### config.mk
export PLATFORM = sky130hd
export DESIGN_NAME = adc_input_select
export DESIGN_NICKNAME = d
export VERILOG_FILES = /design/src/adc_sel_pkg.sv /design/src/adc_input_select.sv /design/src/scan_finder.sv /design/src/pin_mode.sv
export SDC_FILE = /design/constraint.sdc
export NUM_CORES = 1
export LEC_CHECK = 0
export BUFFER_PORTS_ARGS = -buffer_cell sky130_fd_sc_hd__buf_4
export CORE_ASPECT_RATIO = 0.6
export CORE_MARGIN = 5
export CORE_UTILIZATION = 55
export DETAILED_ROUTE_END_ITERATION = 10
export PLACE_DENSITY = 0.88
export SETUP_SLACK_MARGIN = 0.4
export SLEW_MARGIN = 5
export SYNTH_ARGS = -nofsm -noshare
export SYNTH_HDL_FRONTEND = slang
export SYNTH_SLANG_ARGS = --single-unit
### constraint.sdc
create_clock -name REF_CLK -period 5.05 [get_ports REF_CLK]
set_input_delay 0.2525 -clock REF_CLK [delete_from_list [all_inputs] [get_ports REF_CLK]]
set_output_delay 0.2525 -clock REF_CLK [all_outputs]
set_load 0.01 [all_outputs]
### src/adc_sel_pkg.sv
// package: register map, field positions and reset values of the
// converter input selection block
// assumes: an AXI4-Lite master with 32-bit data and byte addresses
package adc_sel_pkg;
  localparam int ADDR_W = 8;
  localparam logic [7:0] OFF_CTRL = 8'h00;
  localparam logic [7:0] OFF_CH123 = 8'h04;
  localparam logic [7:0] OFF_CH0 = 8'h08;
  localparam logic [7:0] OFF_SCAN = 8'h0c;
  localparam logic [7:0] OFF_PIN_ANALOG_DIGITAL_CFG = 8'h10;
  localparam logic [7:0] OFF_STAT = 8'h14;
  // writable bits; all others read as zero
  localparam logic [15:0] MASK_CTRL = 16'h000f;
  localparam logic [15:0] MASK_CH123 = 16'h0707;
  localparam logic [15:0] MASK_CH0 = 16'h9f9f;
  localparam logic [15:0] MASK_PIN = 16'h01ff;
  localparam logic [15:0] RST_CTRL = 16'h0000;
  localparam logic [15:0] RST_CH123 = 16'h0000;
  localparam logic [15:0] RST_CH0 = 16'h0000;
  localparam logic [15:0] RST_SCAN = 16'h0000;
  localparam logic [15:0] RST_PIN_ANALOG_DIGITAL_CFG = 16'h0000;
  // control register
  localparam int CTRL_TWELVE = 0;
  localparam int CTRL_ALT = 1;
  localparam int CTRL_SCAN = 2;
  localparam int CTRL_OFF = 3;
  // channel 0 select: sample B byte above sample A byte
  localparam int CH0_NEG_B = 15;
  localparam int CH0_POS_B = 8;
  localparam int CH0_NEG_A = 7;
  localparam int CH0_POS_A = 0;
  // channel 1-3 select
  localparam int CH123_NEG_B = 9;
  localparam int CH123_POS_B = 8;
  localparam int CH123_NEG_A = 1;
  localparam int CH123_POS_A = 0;
  // status register
  localparam int STAT_PHASE = 0;
  localparam int STAT_RUN = 1;
  localparam int STAT_RSV0 = 2;
  localparam int STAT_RSV123 = 3;
  localparam int STAT_IDX = 4;
  // selection codes and input numbers
  localparam logic [1:0] NEG_VREF_0 = 2'h0;
  localparam logic [1:0] NEG_VREF_1 = 2'h1;
  localparam logic [1:0] NEG_HIGH_AN = 2'h2;
  localparam logic [3:0] AN_NEG_BASE = 4'h6;
  localparam logic [3:0] AN_POS_HIGH = 4'h3;
  localparam logic [3:0] AN_POS_LOW = 4'h0;
  localparam logic [3:0] SCAN_NONE = 4'hf;
  localparam int LARGE_INPUTS = 9;
  localparam int SMALL_INPUTS = 6;
  localparam logic [1:0] RESP_OKAY = 2'h0;
  localparam logic [1:0] RESP_SLVERR = 2'h2;
  typedef enum logic {PHASE_A, PHASE_B} phase_t;
endpackage : adc_sel_pkg

### src/adc_input_select.sv
// adc_input_select: input multiplexer selection of the converter,
// scan sequencing and shared pin modes behind an AXI4-Lite slave
// assumes: SAMPLE_DONE is a one-cycle pulse from the converter
// sequencer on REF_CLK, one per finished sample
module adc_input_select #(
  parameter int NUM_INPUTS = adc_sel_pkg::LARGE_INPUTS
) (
  // clock and reset
  input wire logic REF_CLK,
  input wire logic RST_N,
  // AXI4-Lite write
  input wire logic [adc_sel_pkg::ADDR_W-1:0] AWADDR,
  input wire logic AWVALID,
  output logic AWREADY,
  input wire logic [31:0] WDATA,
  input wire logic [3:0] WSTRB,
  input wire logic WVALID,
  output logic WREADY,
  output logic [1:0] BRESP,
  output logic BVALID,
  input wire logic BREADY,
  // AXI4-Lite read
  input wire logic [adc_sel_pkg::ADDR_W-1:0] ARADDR,
  input wire logic ARVALID,
  output logic ARREADY,
  output logic [31:0] RDATA,
  output logic [1:0] RRESP,
  output logic RVALID,
  input wire logic RREADY,
  // converter sequencer
  input wire logic SAMPLE_DONE,
  // channel 0 selection
  output logic [3:0] CH0_POS_INPUT,
  output logic CH0_POS_LOW_REF,
  output logic CH0_NEG_AN1,
  output logic CH0_RESERVED,
  // channel 1-3 selection, channel 1 in the low nibble
  output logic [11:0] CH123_POS_INPUT,
  output logic [11:0] CH123_NEG_INPUT,
  output logic CH123_NEG_REF,
  output logic CH123_RESERVED,
  output logic SAMPLE_B_PHASE,
  // shared pins
  output logic [8:0] PORT_READ_EN,
  output logic [8:0] MUX_GROUNDED
);
  if (NUM_INPUTS != adc_sel_pkg::LARGE_INPUTS &&
      NUM_INPUTS != adc_sel_pkg::SMALL_INPUTS) begin : g_bad
    $error("NUM_INPUTS must be 6 or 9");
  end

  localparam logic [4:0] MAX_CODE = 5'(NUM_INPUTS - 1);
  localparam logic [3:0] NUM_IN = 4'(NUM_INPUTS);
  localparam bit LARGE = NUM_INPUTS == adc_sel_pkg::LARGE_INPUTS;

  typedef struct packed {
    logic [3:0] ctrl;
    logic [15:0] ch123;
    logic [15:0] ch0;
    logic [8:0] scan;
    logic [8:0] pin_analog_digital_cfg;
    adc_sel_pkg::phase_t phase;
    logic [3:0] scan_last;
    logic scan_run;
    logic aw_held;
    logic w_held;
    logic [adc_sel_pkg::ADDR_W-1:0] awaddr;
    logic [31:0] wdata;
    logic [3:0] wstrb;
    logic awready;
    logic wready;
    logic bvalid;
    logic [1:0] bresp;
    logic arready;
    logic rvalid;
    logic [1:0] rresp;
    logic [31:0] rdata;
    logic [3:0] ch0_pos;
    logic ch0_low;
    logic ch0_neg;
    logic ch0_rsv;
    logic [11:0] c123_pos;
    logic [11:0] c123_neg;
    logic c123_ref;
    logic c123_rsv;
  } state_t;
  state_t st;
  state_t next_st;

  logic is_b;
  logic scanning;
  logic [7:0] sel0;
  logic [2:0] sel123;
  logic [3:0] pick;
  logic found;
  logic [3:0] last;
  logic neg_ref;
  logic rsv123;
  logic [11:0] pos_w;
  logic [11:0] neg_w;
  logic aw_take;
  logic w_take;
  logic [adc_sel_pkg::ADDR_W-1:0] wa;
  logic [31:0] wd;
  logic [3:0] ws;

  function automatic logic [15:0] merge16(input logic [15:0] old,
      input logic [31:0] d, input logic [3:0] s,
      input logic [15:0] m);
    logic [15:0] v;
    v = old;
    if (s[0]) begin
      v[7:0] = d[7:0];
    end
    if (s[1]) begin
      v[15:8] = d[15:8];
    end
    return v & m;
  endfunction : merge16

  assign is_b = st.phase == adc_sel_pkg::PHASE_B;
  assign scanning = st.ctrl[adc_sel_pkg::CTRL_SCAN] && !is_b;
  assign sel0 = is_b ? st.ch0[adc_sel_pkg::CH0_POS_B +: 8] :
                       st.ch0[adc_sel_pkg::CH0_POS_A +: 8];
  assign sel123 = is_b ? st.ch123[adc_sel_pkg::CH123_POS_B +: 3] :
                         st.ch123[adc_sel_pkg::CH123_POS_A +: 3];
  // last converted scan position; none yet restarts at the lowest
  assign last = st.scan_run ? st.scan_last : adc_sel_pkg::SCAN_NONE;

  scan_finder u_scan (
    .mask(st.scan),
    .last(last),
    .pick(pick),
    .found(found)
  );

  always_comb begin
    neg_ref = 1'b1;
    rsv123 = st.ctrl[adc_sel_pkg::CTRL_TWELVE];
    case (sel123[2:1])
      adc_sel_pkg::NEG_VREF_0, adc_sel_pkg::NEG_VREF_1: begin
        neg_ref = 1'b1;
      end
      adc_sel_pkg::NEG_HIGH_AN: begin
        neg_ref = !LARGE;
        rsv123 = rsv123 || !LARGE;
      end
      default: begin
        rsv123 = 1'b1;
      end
    endcase
    if (st.ctrl[adc_sel_pkg::CTRL_TWELVE]) begin
      neg_ref = 1'b1;
    end
  end

  genvar k;
  for (k = 0; k < 3; k++) begin : g_ch
    assign pos_w[k*4 +: 4] = (sel123[0] ? adc_sel_pkg::AN_POS_HIGH :
                             adc_sel_pkg::AN_POS_LOW) + 4'(k);
    assign neg_w[k*4 +: 4] = neg_ref ? 4'h0 :
                             adc_sel_pkg::AN_NEG_BASE + 4'(k);
  end

  always_comb begin
    next_st = st;
    aw_take = AWVALID && st.awready;
    w_take = WVALID && st.wready;
    wa = st.aw_held ? st.awaddr : AWADDR;
    wd = st.w_held ? st.wdata : WDATA;
    ws = st.w_held ? st.wstrb : WSTRB;

    // selections, registered so every output leaves a flip-flop
    if (scanning) begin
      next_st.ch0_pos = pick;
      next_st.ch0_low = !found || pick >= NUM_IN;
      next_st.ch0_rsv = 1'b0;
    end else begin
      next_st.ch0_pos = sel0[3:0];
      next_st.ch0_low = sel0[4:0] > MAX_CODE;
      next_st.ch0_rsv = sel0[4:0] > MAX_CODE;
    end
    next_st.ch0_neg = sel0[adc_sel_pkg::CH0_NEG_A];
    next_st.c123_pos = pos_w;
    next_st.c123_neg = neg_w;
    next_st.c123_ref = neg_ref;
    next_st.c123_rsv = rsv123;

    // sample sequencing
    if (SAMPLE_DONE) begin
      if (scanning && found) begin
        next_st.scan_last = pick;
        next_st.scan_run = 1'b1;
      end
      next_st.phase = (st.ctrl[adc_sel_pkg::CTRL_ALT] && !is_b) ?
                      adc_sel_pkg::PHASE_B : adc_sel_pkg::PHASE_A;
    end
    if (!st.ctrl[adc_sel_pkg::CTRL_ALT]) begin
      next_st.phase = adc_sel_pkg::PHASE_A;
    end
    if (!st.ctrl[adc_sel_pkg::CTRL_SCAN]) begin
      next_st.scan_run = 1'b0;
    end

    // write channel: address and data taken in either order
    if (st.bvalid && BREADY) begin
      next_st.bvalid = 1'b0;
    end
    if (aw_take) begin
      next_st.aw_held = 1'b1;
      next_st.awaddr = AWADDR;
    end
    if (w_take) begin
      next_st.w_held = 1'b1;
      next_st.wdata = WDATA;
      next_st.wstrb = WSTRB;
    end
    if ((st.aw_held || aw_take) && (st.w_held || w_take) &&
        !st.bvalid) begin
      next_st.aw_held = 1'b0;
      next_st.w_held = 1'b0;
      next_st.bvalid = 1'b1;
      next_st.bresp = adc_sel_pkg::RESP_OKAY;
      case ({wa[adc_sel_pkg::ADDR_W-1:2], 2'b00})
        adc_sel_pkg::OFF_CTRL: begin
          next_st.ctrl = 4'(merge16({12'h000, st.ctrl}, wd, ws,
                                    adc_sel_pkg::MASK_CTRL));
          // a new mode restarts the scan from the lowest input
          next_st.scan_run = 1'b0;
        end
        adc_sel_pkg::OFF_CH123: begin
          next_st.ch123 = merge16(st.ch123, wd, ws,
                                  adc_sel_pkg::MASK_CH123);
        end
        adc_sel_pkg::OFF_CH0: begin
          next_st.ch0 = merge16(st.ch0, wd, ws, adc_sel_pkg::MASK_CH0);
        end
        adc_sel_pkg::OFF_SCAN: begin
          next_st.scan = 9'(merge16({7'h00, st.scan}, wd, ws,
                                    adc_sel_pkg::MASK_PIN));
          next_st.scan_run = 1'b0;
        end
        adc_sel_pkg::OFF_PIN_ANALOG_DIGITAL_CFG: begin
          next_st.pin_analog_digital_cfg = 9'(merge16({7'h00, st.pin_analog_digital_cfg}, wd, ws,
                                    adc_sel_pkg::MASK_PIN));
        end
        adc_sel_pkg::OFF_STAT: begin
          next_st.bresp = adc_sel_pkg::RESP_OKAY;
        end
        default: begin
          next_st.bresp = adc_sel_pkg::RESP_SLVERR;
        end
      endcase
    end
    next_st.awready = !next_st.aw_held && !next_st.bvalid;
    next_st.wready = !next_st.w_held && !next_st.bvalid;

    // read channel: data one cycle after the address is taken
    if (st.rvalid && RREADY) begin
      next_st.rvalid = 1'b0;
    end
    if (ARVALID && st.arready) begin
      next_st.rvalid = 1'b1;
      next_st.rresp = adc_sel_pkg::RESP_OKAY;
      next_st.rdata = 32'h0000_0000;
      case ({ARADDR[adc_sel_pkg::ADDR_W-1:2], 2'b00})
        adc_sel_pkg::OFF_CTRL: next_st.rdata[3:0] = st.ctrl;
        adc_sel_pkg::OFF_CH123: next_st.rdata[15:0] = st.ch123;
        adc_sel_pkg::OFF_CH0: next_st.rdata[15:0] = st.ch0;
        adc_sel_pkg::OFF_SCAN: next_st.rdata[8:0] = st.scan;
        adc_sel_pkg::OFF_PIN_ANALOG_DIGITAL_CFG: next_st.rdata[8:0] = st.pin_analog_digital_cfg;
        adc_sel_pkg::OFF_STAT: begin
          next_st.rdata[adc_sel_pkg::STAT_PHASE] = is_b;
          next_st.rdata[adc_sel_pkg::STAT_RUN] = st.scan_run;
          next_st.rdata[adc_sel_pkg::STAT_RSV0] = st.ch0_rsv;
          next_st.rdata[adc_sel_pkg::STAT_RSV123] = st.c123_rsv;
          next_st.rdata[adc_sel_pkg::STAT_IDX +: 4] = st.scan_last;
        end
        default: next_st.rresp = adc_sel_pkg::RESP_SLVERR;
      endcase
    end
    next_st.arready = !next_st.rvalid;

    if (!RST_N) begin
      next_st = '0;
      next_st.ctrl = adc_sel_pkg::RST_CTRL[3:0];
      next_st.ch123 = adc_sel_pkg::RST_CH123;
      next_st.ch0 = adc_sel_pkg::RST_CH0;
      next_st.scan = adc_sel_pkg::RST_SCAN[8:0];
      next_st.pin_analog_digital_cfg = adc_sel_pkg::RST_PIN_ANALOG_DIGITAL_CFG[8:0];
      next_st.phase = adc_sel_pkg::PHASE_A;
    end
  end

  always_ff @(posedge REF_CLK) begin
    st <= next_st;
  end

  pin_mode #(
    .NUM_INPUTS(NUM_INPUTS)
  ) u_pins (
    .clk(REF_CLK),
    .rst_n(RST_N),
    .cfg(st.pin_analog_digital_cfg),
    .conv_off(st.ctrl[adc_sel_pkg::CTRL_OFF]),
    .port_read_en(PORT_READ_EN),
    .mux_grounded(MUX_GROUNDED)
  );

  assign AWREADY = st.awready;
  assign WREADY = st.wready;
  assign BVALID = st.bvalid;
  assign BRESP = st.bresp;
  assign ARREADY = st.arready;
  assign RVALID = st.rvalid;
  assign RRESP = st.rresp;
  assign RDATA = st.rdata;
  assign CH0_POS_INPUT = st.ch0_pos;
  assign CH0_POS_LOW_REF = st.ch0_low;
  assign CH0_NEG_AN1 = st.ch0_neg;
  assign CH0_RESERVED = st.ch0_rsv;
  assign CH123_POS_INPUT = st.c123_pos;
  assign CH123_NEG_INPUT = st.c123_neg;
  assign CH123_NEG_REF = st.c123_ref;
  assign CH123_RESERVED = st.c123_rsv;
  assign SAMPLE_B_PHASE = st.phase;

  a_neg_sel_b: assert property (@(posedge REF_CLK) disable iff (!RST_N)
    is_b |=> CH0_NEG_AN1 == $past(st.ch0[adc_sel_pkg::CH0_NEG_B]))
    else $error("ch0 negative B not taken from bit 15");
  a_neg_sel_a: assert property (@(posedge REF_CLK) disable iff (!RST_N)
    !is_b |=> CH0_NEG_AN1 == $past(st.ch0[adc_sel_pkg::CH0_NEG_A]))
    else $error("ch0 negative A not taken from bit 7");
  a_pos_sel_b: assert property (@(posedge REF_CLK) disable iff (!RST_N)
    (is_b && st.ch0[12:8] <= MAX_CODE) |=>
      (CH0_POS_INPUT == $past(st.ch0[11:8]) && !CH0_POS_LOW_REF))
    else $error("ch0 positive B wrong");
  a_pos_sel_a: assert property (@(posedge REF_CLK) disable iff (!RST_N)
    (!is_b && !scanning && st.ch0[4:0] > MAX_CODE) |=>
      (CH0_RESERVED && CH0_POS_LOW_REF))
    else $error("ch0 positive A code beyond range not flagged");
  a_ch123_neg: assert property (@(posedge REF_CLK) disable iff (!RST_N)
    (!st.ctrl[adc_sel_pkg::CTRL_TWELVE] && !is_b && LARGE &&
     st.ch123[2:1] == adc_sel_pkg::NEG_HIGH_AN) |=>
      (!CH123_NEG_REF && CH123_NEG_INPUT == 12'h876))
    else $error("ch1-3 negative inputs not 6, 7, 8");
  a_ch123_pos: assert property (@(posedge REF_CLK) disable iff (!RST_N)
    (!is_b && st.ch123[0]) |=> CH123_POS_INPUT == 12'h543)
    else $error("ch1-3 positive inputs not 3, 4, 5");
  a_twelve_rsv: assert property (@(posedge REF_CLK) disable iff (!RST_N)
    st.ctrl[adc_sel_pkg::CTRL_TWELVE] |=> CH123_RESERVED)
    else $error("twelve-bit mode ch1-3 code not reserved");
  a_alt_swap: assert property (@(posedge REF_CLK) disable iff (!RST_N)
    (SAMPLE_DONE && st.ctrl[adc_sel_pkg::CTRL_ALT]) |=>
      st.phase != $past(st.phase))
    else $error("alternate mode did not swap phase");
  a_scan_member: assert property (@(posedge REF_CLK) disable iff (!RST_N)
    (scanning && found) |-> st.scan[pick])
    else $error("scan picked an unselected input");
  a_scan_absent: assert property (@(posedge REF_CLK) disable iff (!RST_N)
    (scanning && found && pick >= NUM_IN) |=> CH0_POS_LOW_REF)
    else $error("absent scanned input not on low reference");
  a_scan_order: assert property (@(posedge REF_CLK) disable iff (!RST_N)
    (SAMPLE_DONE && scanning && found && st.scan_run) |=>
      (st.scan_last > $past(st.scan_last) ||
       (($past(st.scan) >> $past(st.scan_last)) >> 1) == 9'h000))
    else $error("scan did not ascend");
endmodule : adc_input_select

### src/scan_finder.sv
// scan_finder: picks the next selected input above the last one,
// wrapping to the lowest selected input
// assumes: purely combinational, driven from registers
module scan_finder (
  // selection
  input wire logic [8:0] mask,
  input wire logic [3:0] last,
  // result
  output logic [3:0] pick,
  output logic found
);
  logic [8:0] above;
  logic [3:0] hi_pick;
  logic [3:0] lo_pick;
  logic hi_any;

  genvar i;
  for (i = 0; i < 9; i++) begin : g_above
    assign above[i] = mask[i] && (4'(i) > last);
  end

  always_comb begin
    hi_pick = 4'h0;
    lo_pick = 4'h0;
    hi_any = 1'b0;
    // walking downward leaves the lowest hit in place
    for (int k = 8; k >= 0; k--) begin
      if (above[k]) begin
        hi_pick = 4'(k);
        hi_any = 1'b1;
      end
      if (mask[k]) begin
        lo_pick = 4'(k);
      end
    end
    pick = hi_any ? hi_pick : lo_pick;
    found = |mask;
  end
endmodule : scan_finder

### src/pin_mode.sv
// pin_mode: analog or digital mode of the nine shared pins
// assumes: cfg and conv_off come from registers on the same clock
module pin_mode #(
  parameter int NUM_INPUTS = 9
) (
  // clock and reset
  input wire logic clk,
  input wire logic rst_n,
  // configuration
  input wire logic [8:0] cfg,
  input wire logic conv_off,
  // pin controls
  output logic [8:0] port_read_en,
  output logic [8:0] mux_grounded
);
  typedef struct packed {
    logic [8:0] read_en;
    logic [8:0] grounded;
  } pin_state_t;
  pin_state_t st;
  pin_state_t next_st;
  logic [8:0] digital;

  genvar i;
  for (i = 0; i < 9; i++) begin : g_pin
    if (i < NUM_INPUTS) begin : g_real
      assign digital[i] = conv_off || cfg[i];
    end else begin : g_none
      // bit stays writable but cannot reach a pin that is absent
      assign digital[i] = 1'b1;
    end
  end

  always_comb begin
    next_st.read_en = digital;
    next_st.grounded = digital;
    if (!rst_n) begin
      next_st = '0;
    end
  end

  always_ff @(posedge clk) begin
    st <= next_st;
  end

  assign port_read_en = st.read_en;
  assign mux_grounded = st.grounded;

  a_off_digital: assert property (@(posedge clk) disable iff (!rst_n)
    conv_off |=> (&port_read_en && &mux_grounded))
    else $error("pins not digital while converter off");
  a_cfg_mode: assert property (@(posedge clk) disable iff (!rst_n)
    !conv_off |=> port_read_en[0] == $past(cfg[0]))
    else $error("pin mode does not follow its bit");
endmodule : pin_mode

==> impl_metrics.env, run 1 <==
export IMPL_max_slew_margin_pct=20.61
export IMPL_crit_chain="and2_1, nand3b_1, a21o_1, nor3_1, mux2i_1, nor2b_1"
export IMPL_final_cells=794
export IMPL_drt_total_wl_um=13910
export IMPL_dp_hpwl_um=10250
export IMPL_cts_clk_slew_worst_paths_ns=0.08
export IMPL_gr_usage_all_layers_pct=22.07
export IMPL_synth_commonest_cells="dfxtp_1, nand2_1, buf_4, mux2i_1, a21boi_0"
export IMPL_cts_setup_buffers=0
export IMPL_hold_violations=0
export IMPL_hold_ws_ns=0.1624
export IMPL_critPathBufInv=0
export IMPL_hold_buffers=0
export IMPL_postSynthCellCount=620
export IMPL_worst_slew_pin_slew_ns=1.182
export IMPL_placed_cell_area_um2=5924
export IMPL_finalPower_mw=1.787
export IMPL_synthTopCellsByArea="dfxtp_1, buf_4, nand2_1"
export IMPL_yosysWarnings=0
export IMPL_place_ws_ns=2.350
export IMPL_overflow=0
export IMPL_cts_buffers=9
export IMPL_power_density_nw_per_um2=287.5
export IMPL_antenna_cells=0
export IMPL_grt_max_degree=112
export IMPL_finalCriticalPeriod_ns=2.752
export IMPL_dp_cells=778
export IMPL_ys_async_sr_fraction_pct=0
export IMPL_fin_skew_ns=0.01267
export IMPL_grt_pass1_wl_um=21850
export IMPL_start_util_pct=56.59
export IMPL_synth_top_area_cell="dfxtp_1"
export IMPL_worstSetupEndpointType="flip-flop"
export IMPL_vias=4596
export IMPL_firstDrtPassIters=5
export IMPL_drc=0
export IMPL_ir_drop_mv=0.2469
export IMPL_via_per_inst=5.788
export IMPL_path_delay_family="simple AND/OR/NAND/NOR gates"
export IMPL_ant_nets=0
export IMPL_max_cap_violations=0
export IMPL_rows=28
export IMPL_htreeDepth=3
export IMPL_grt_pass1_vias=4292
export IMPL_die_w_um=140.4
export IMPL_io_pins=153
export IMPL_worst_endpoint_required_ns=5.30
export IMPL_die_area_um2=12390
export IMPL_crit_type="reg2reg"
export IMPL_synthFlopType="dfxtp_1"
export IMPL_cts_tree="built"
export IMPL_ys_seq_elements=112
export IMPL_yosys_cell_count_top_type="dfxtp_1"
export IMPL_core_um2=9915
export IMPL_cts_buffer_depth=2
export IMPL_place_gp_congestion=0.9354
export IMPL_area_growth_pct=10.82
export IMPL_seq_area_frac_synth_pct=39.96
export IMPL_outcome="complete, no violations"
export IMPL_cts_root_buf="clkbuf_16"
export IMPL_final_nets=714
export IMPL_portBuffers=97
export IMPL_slowest_delay_ns=0.91
export IMPL_utilization_pct=62.71
export IMPL_startpoint_type="flip-flop"
export IMPL_antenna_found_initial=0
export IMPL_worstPathArrival_ns=3.01
export IMPL_cellLeakagePower_nw=2.704
export IMPL_setup_violations=0
export IMPL_synth_edf_count=0
export IMPL_crit_slowest_cell="nor3_1"
export IMPL_worst_skew_pair_late_latency_ns=0.36
export IMPL_final_setup_worst_slack_ns=2.298
export IMPL_period_share_pct=54.50
export IMPL_slew_viol_final=0
export IMPL_fin_area_um2=6217
export IMPL_routedWlPerCell_um=17.52
export IMPL_syn_avg_cell_area_um2=9.049
export IMPL_path_max_fanout=20
export IMPL_tns_ns=0
export IMPL_fmax_mhz=363.4
export IMPL_first_iter_violations=515
export IMPL_syn_area_um2=5610
export IMPL_grt_setup_unrepaired="no"
export IMPL_hp_class="in2reg"
export IMPL_post_cts_resized=0
export IMPL_drive_gt1_share_pct=20.94
export IMPL_synthDistinctLibCells=66
export IMPL_post_synth_top_area_fraction_pct=39.96
export IMPL_chipHeight_um=88.24
export IMPL_clock_sinks=112
[layout make-up]
cell class / instances / area (µm²)
fill: 830 / 3697
tap: 135 / 168.9
timing repair buffer: 99 / 743.2
sequential: 112 / 2242
inverter: 4 / 15.01
multi-input combinational: 428 / 2755
clock inverter: 6 / 53.80
clock buffer: 10 / 239.0
[final timing paths]
| check | startpoint | endpoint | slack (ns) | depth (start not counted) |
|---|---|---|---|---|
| max | WREADY$_SDFF_PN0_ | st[152]$_SDFFE_PN0P_ | 2.30 | 6 |
| min | WDATA[1] | st[79]$_SDFFE_PN0P_ | 0.16 | 3 |
| max reg2reg | WREADY$_SDFF_PN0_ | st[152]$_SDFFE_PN0P_ | 2.30 | 6 |
| min reg2reg | RDATA[7]$_SDFFE_PN0P_ | RDATA[7]$_SDFFE_PN0P_ | 0.46 | 1 |
[where the power goes]
group,switching [mW],total (mW),internal [mW]
Combinational,0.0987,0.167,0.0683
Clock,0.344,0.704,0.359
Sequential,0.0151,0.917,0.902
Total,0.458,1.79,1.33
[cells by family (layout without fill, tap and decap cells)]
group / after synthesis / in the layout / share of synthesized area, %
and+or+nand+nor: 209 / 209 / 19.67
AOI/OAI and AO/OA: 147 / 147 / 19.98
DFF: 112 / 112 / 39.96
buffers and inverters: 110 / 119 / 12.93
muxes: 39 / 39 / 7.070
xor gates and xnor gates: 2 / 2 / 0.3123
other: 1 / 31 / 0.06684
[per-layer routing]
layer	track usage, %	vias up	routed length (µm)
li1	-	2153	-
met1	29.42	2161	5806
met2	35.72	252	6423
met3	5.832	30	1392
met4	6.684	0	291
met5	0	-	0
[flip-flops by register name, indices dropped and copies added (netlist names), 2 cells and up]
| signal | cells |
|---|---|
| u_pins.port_read_en | 9 |
| CH123_POS_INPUT | 2 |
| RDATA | 14 |
| CH0_POS_INPUT | 4 |
| st | 69 |
[tightest hold or removal path: stages]
cell and delay [ns]:
buf_4 0.11, nand2_1 0.04, a21boi_0 0.06
[layout by cell type, fill, tap and decap left out, types with 3 or more instances in the layout]
cell | netlist | routed
a21boi_0 | 27 | 27
a21boi_1 | 6 | 6
a21o_1 | 3 | 3
a21oi_1 | 15 | 15
a221oi_1 | 5 | 5
a222oi_1 | 9 | 9
a31oi_1 | 7 | 7
and2_1 | 8 | 8
and3_1 | 5 | 5
buf_4 | 75 | 99
clkbuf_16 | 0 | 9
conb_1 | 1 | 31
dfxtp_1 | 112 | 112
inv_1 | 4 | 4
inv_6 | 0 | 4
mux2_2 | 5 | 5
mux2i_1 | 34 | 34
nand2_1 | 96 | 96
nand2b_1 | 7 | 7
nand3_1 | 12 | 12
nor2_1 | 15 | 15
nor2b_1 | 24 | 24
nor3_1 | 10 | 10
nor3b_1 | 6 | 6
nor3b_2 | 3 | 3
o211a_1 | 18 | 18
o211ai_1 | 3 | 3
o21a_1 | 11 | 11
o21ai_0 | 18 | 18
o21ai_1 | 5 | 5
o21bai_1 | 3 | 3
or2_0 | 4 | 4
(Power assumes the default switching activity.)
==> inputs of run 2 (changes only) <==
--- a/config.mk
+++ b/config.mk
@@ -8,9 +8,9 @@
 export BUFFER_PORTS_ARGS = -buffer_cell sky130_fd_sc_hd__buf_4
 export CORE_ASPECT_RATIO = 0.6
 export CORE_MARGIN = 5
-export CORE_UTILIZATION = 55
+export CORE_UTILIZATION = 48
 export DETAILED_ROUTE_END_ITERATION = 10
-export PLACE_DENSITY = 0.88
+export PLACE_DENSITY = 0.82
 export SETUP_SLACK_MARGIN = 0.4
 export SLEW_MARGIN = 5
 export SYNTH_ARGS = -nofsm -noshare
==> constraint.sdc (replaced) <==
create_clock -name REF_CLK -period 2.3 [get_ports REF_CLK]
set_input_delay 0.115 -clock REF_CLK [delete_from_list [all_inputs] [get_ports REF_CLK]]
set_output_delay 0.115 -clock REF_CLK [all_outputs]
set_load 0.01 [all_outputs]
==> impl_metrics.env, run 2 (synthesis gave the netlist of run 1 again) <==
export IMPL_outcome="complete, no violations"
export IMPL_die_w_um=149.6
export IMPL_firstDrtPassIters=6
export IMPL_finalPower_mw=3.938
export IMPL_chipHeight_um=93.75
export IMPL_drive_gt1_share_pct=25.41
export IMPL_dp_hpwl_um=10900
export IMPL_crit_type="reg2reg"
export IMPL_place_gp_congestion=0.9103
export IMPL_grt_max_degree=62
export IMPL_portBuffers=97
export IMPL_ir_drop_mv=0.4320
export IMPL_clock_sinks=112
export IMPL_period_share_pct=81.17
export IMPL_tns_ns=0
export IMPL_fmax_mhz=535.7
export IMPL_drt_total_wl_um=14800
export IMPL_largest_reg_flops=69
export IMPL_path_max_fanout=8
export IMPL_first_iter_violations=531
export IMPL_cts_tree="built"
export IMPL_final_cells=837
export IMPL_core_um2=11370
export IMPL_setup_violations=0
export IMPL_vias=4664
export IMPL_htreeDepth=3
export IMPL_final_cell_mix="buf_4, dfxtp_1, nand2_1"
export IMPL_area_growth_pct=16.39
export IMPL_worstPathArrival_ns=2.09
export IMPL_power_density_nw_per_um2=603.0
export IMPL_cts_buffer_depth=2
export IMPL_die_area_um2=14020
export IMPL_max_slew_margin_pct=51.64
export IMPL_antenna_found_initial=0
export IMPL_fin_skew_ns=0.009969
export IMPL_cellLeakagePower_nw=2.832
export IMPL_drc=0
export IMPL_hp_class="in2reg"
export IMPL_io_pins=153
export IMPL_cts_clk_slew_worst_paths_ns=0.08
export IMPL_gr_usage_all_layers_pct=20.40
export IMPL_top_register="st"
export IMPL_worst_endpoint_required_ns=2.52
export IMPL_dp_cells=812
export IMPL_ant_nets=0
export IMPL_final_nets=732
export IMPL_cts_buffers=9
export IMPL_via_per_inst=5.572
export IMPL_cts_root_buf="clkbuf_16"
export IMPL_layout_commonest_cell="buf_4"
export IMPL_worstSetupEndpointType="flip-flop"
export IMPL_finalCriticalPeriod_ns=1.867
export IMPL_startpoint_type="flip-flop"
export IMPL_max_cap_violations=0
export IMPL_rows=30
export IMPL_slew_viol_final=0
export IMPL_start_util_pct=49.33
export IMPL_grt_pass1_wl_um=22670
export IMPL_worst_skew_pair_late_latency_ns=0.35
export IMPL_grt_pass1_vias=4323
export IMPL_overflow=0
export IMPL_fin_area_um2=6530
export IMPL_worst_slew_pin_slew_ns=0.7223
export IMPL_placed_cell_area_um2=6036
export IMPL_routedWlPerCell_um=17.69
export IMPL_antenna_cells=0
export IMPL_hold_violations=0
export IMPL_grt_setup_unrepaired="yes"
## run 2: per-layer routing
| metal | vias to the layer above | GRT usage [%] | share of wire (%) |
|---|---|---|---|
| met4 | 0 | 5.407 | 1.5 |
| met3 | 24 | 4.532 | 8.1 |
| met1 | 2248 | 27.53 | 43 |
| li1 | 2185 | - | - |
| met2 | 207 | 33.12 | 48 |
| met5 | - | 0 | 0 |
## run 2: path summary, 6_finish.rpt
kind	startpoint	endpoint	slack (ns)	cells past startpoint
setup / recovery	st[135]$_SDFFE_PN0P_	st[120]$_SDFF_PN0_	0.43	5
hold reg to reg	RDATA[4]$_SDFFE_PN0P_	RDATA[4]$_SDFFE_PN0P_	0.46	1
hold / removal	WDATA[4]	st[82]$_SDFFE_PN0P_	0.04	3
setup reg to reg	st[135]$_SDFFE_PN0P_	st[120]$_SDFF_PN0_	0.43	5
## run 2: report_power, final
| group | switching (mW) | total [mW] | internal, mW |
|---|---|---|---|
| clock | 0.733 | 1.52 | 0.786 |
| sequential | 0.0298 | 2.01 | 1.98 |
| combinational | 0.238 | 0.411 | 0.173 |
| total | 1.00 | 3.94 | 2.94 |
## run 2: what timing repair did
action,4_1_cts,5_1_grt
hold buffers,0,0
pin swaps,0,3
resized for setup,9,21
setup buffers,2,6
hold endpoints to repair,0,0
gates cloned,0,1
setup endpoints to repair,44,34
## run 2: per-stage QoR
stage,worst slack (ns),hold slack [ns],utilization [%]
2_1_floorplan,0.4564,0.2599,-
3_3_place_gp,0.2651,0.3848,53.07
3_5_place_dp,0.1184,0.3959,53.07
4_1_cts,0.4027,0.03007,56.09
5_1_grt,0.3264,0.03532,57.41
6_report,0.4332,0.03513,57.41
## run 2: layout make-up
class | instances | area [µm²]
Fill cell | 949 | 4843
Timing Repair Buffer | 116 | 899.6
Clock buffer | 11 | 242.7
Sequential cell | 112 | 2253
Tap cell | 160 | 200.2
Inverter | 4 | 15.01
Multi-Input combinational cell | 429 | 2874
Clock inverter | 5 | 45.04
## run 2: worst max-delay path, stage by stage, from the launching register on
cell      delay, ns
dfxtp_2        0.36
or4_4          0.55
o31a_1         0.32
and2_4         0.20
o211ai_1       0.23
a21oi_1        0.07
==> inputs of run 3 (changes only) <==
==> constraint.sdc (replaced) <==
create_clock -name REF_CLK -period 1.6 [get_ports REF_CLK]
set_input_delay 0.08 -clock REF_CLK [delete_from_list [all_inputs] [get_ports REF_CLK]]
set_output_delay 0.08 -clock REF_CLK [all_outputs]
set_load 0.01 [all_outputs]
==> impl_metrics.env, run 3 (synthesis gave the netlist of run 1 again) <==
export IMPL_outcome="finished with violations"
export IMPL_violations="setup timing"
export IMPL_hold_ws_ns=0.008421
export IMPL_top_register="st"
export IMPL_grt_setup_unrepaired="yes"
export IMPL_layout_commonest_cell="buf_4"
export IMPL_dp_hpwl_um=11610
export IMPL_die_w_um=149.6
export IMPL_io_pins=153
export IMPL_grt_pass1_wl_um=25210
export IMPL_crit_type="reg2reg"
export IMPL_antenna_found_initial=0
export IMPL_final_setup_worst_slack_ns=-0.2301
export IMPL_worstSetupEndpointType="flip-flop"
export IMPL_overflow=0
export IMPL_dp_cells=857
export IMPL_fin_area_um2=7388
export IMPL_antenna_cells=0
export IMPL_portBuffers=97
export IMPL_slew_viol_final=0
export IMPL_vias=4959
export IMPL_grt_max_degree=51
export IMPL_die_area_um2=14020
export IMPL_placed_cell_area_um2=6520
export IMPL_rows=30
export IMPL_hold_violations=0
export IMPL_first_iter_violations=506
export IMPL_utilization_pct=64.96
export IMPL_cts_root_buf="clkbuf_16"
export IMPL_hp_class="in2reg"
export IMPL_final_nets=802
export IMPL_htreeDepth=3
export IMPL_worst_skew_pair_late_latency_ns=0.35
export IMPL_fin_skew_ns=0.009118
export IMPL_firstDrtPassIters=7
export IMPL_worst_endpoint_required_ns=1.88
export IMPL_startpoint_type="flip-flop"
export IMPL_max_cap_violations=0
export IMPL_drc=0
export IMPL_crit_slowest_cell="dfxtp_4"
export IMPL_start_util_pct=49.33
export IMPL_ir_drop_mv=0.5929
export IMPL_setup_violations=50
export IMPL_grt_pass1_vias=4752
export IMPL_cts_tree="built"
export IMPL_drive_gt1_share_pct=37.35
export IMPL_place_gp_congestion=0.9142
export IMPL_largest_reg_flops=69
export IMPL_clock_sinks=112
export IMPL_final_cell_mix="buf_4, dfxtp_1, nand2_1"
export IMPL_chipHeight_um=93.75
export IMPL_final_cells=907
export IMPL_via_per_inst=5.467
export IMPL_cts_buffers=9
export IMPL_cts_buffer_depth=2
export IMPL_cellLeakagePower_nw=3.265
export IMPL_core_um2=11370
export IMPL_fill_cells=882
export IMPL_worst_r2r_startpoint="st[119]$_SDFF_PN0_"
export IMPL_finalCriticalPeriod_ns=1.830
export IMPL_fmax_mhz=546.4
export IMPL_gr_usage_all_layers_pct=22.82
export IMPL_area_growth_pct=31.69
export IMPL_power_density_nw_per_um2=795.9
export IMPL_cts_clk_slew_worst_paths_ns=0.08
export IMPL_routedWlPerCell_um=17.97
export IMPL_ant_nets=0
export IMPL_path_max_fanout=8
export IMPL_crit_chain="nor3b_4, o22ai_4, or3_4, nor2_8, nand2_2, a21boi_2"
export IMPL_slowest_delay_ns=0.45
export IMPL_place_ws_ns=-0.1987
export IMPL_min_from="WDATA[3]"
export IMPL_path_delay_family="simple AND/OR/NAND/NOR gates"
export IMPL_drt_total_wl_um=16300
export IMPL_period_share_pct=114.4
export IMPL_critical_path_startpoint="st[119]$_SDFF_PN0_"
export IMPL_worstPathArrival_ns=2.11
export IMPL_critPathBufInv=0
==> run 3: power by group <==
group | switching (mW) | internal (mW) | leakage [nW]
combinational | 0.401 | 0.368 | 2.21
clock | 1.12 | 1.10 | 0.142
sequential | 0.0485 | 2.84 | 0.915
==> run 3: final cells by class <==
class / count / area (µm²) / share of cell area, %
multi-input cells: 429 / 3078 / 41.66
flip-flops and latches: 112 / 2273 / 30.77
repair buffers: 186 / 1530 / 20.71
clock buffers: 10 / 229.0 / 3.099
well taps: 160 / 200.2 / 2.710
clock inverters: 6 / 62.56 / 0.8467
inverters: 4 / 15.01 / 0.2032
==> run 3: worst paths after layout <==
path | to | slack, ns | cells past startpoint
worst max register to register | st[135]$_SDFFE_PN0P_ | -0.23 | 6
worst max-delay path | st[135]$_SDFFE_PN0P_ | -0.23 | 6
worst min register to register | st[90]$_SDFFE_PN0P_ | 0.46 | 2
worst min-delay path | st[81]$_SDFFE_PN0P_ | 0.008 | 3
==> run 3: timing repair <==
item,CTS,global route
endpoints found under the setup margin,69,63
pin swaps,23,14
hold endpoints to repair,8,1
gates cloned,2,0
resized for setup,48,35
setup buffers,14,9
hold buffers,8,1
==> run 3: through the flow <==
step / total power [mW] / setup TNS [ns]
6_report: 5.880 / -5.811
5_1_grt: 6.078 / -9.442
2_1_floorplan: 3.383 / -1.836
3_3_place_gp: 3.543 / -2.529
4_1_cts: 5.834 / -3.885
3_5_place_dp: 3.563 / -5.712
==> run 3: worst register-to-register path, delay by kind of cell, from the launching register on <==
| family | cells | cell delay, ns |
|---|---|---|
| simple gates | 4 | 1.03 |
| flops | 1 | 0.45 |
| compound gates | 2 | 0.29 |
==> run 3: metal layers <==
metal  part of all wire, %  track usage [%]  vias up  routed length (µm)
met2                    46            35.56      230                7548
met4                   1.3            6.550        0                 211
met5                     0                0        -                   0
met3                    10            6.702       17                1679
li1                      -                -     2330                   -
met1                    42            30.79     2382                6859
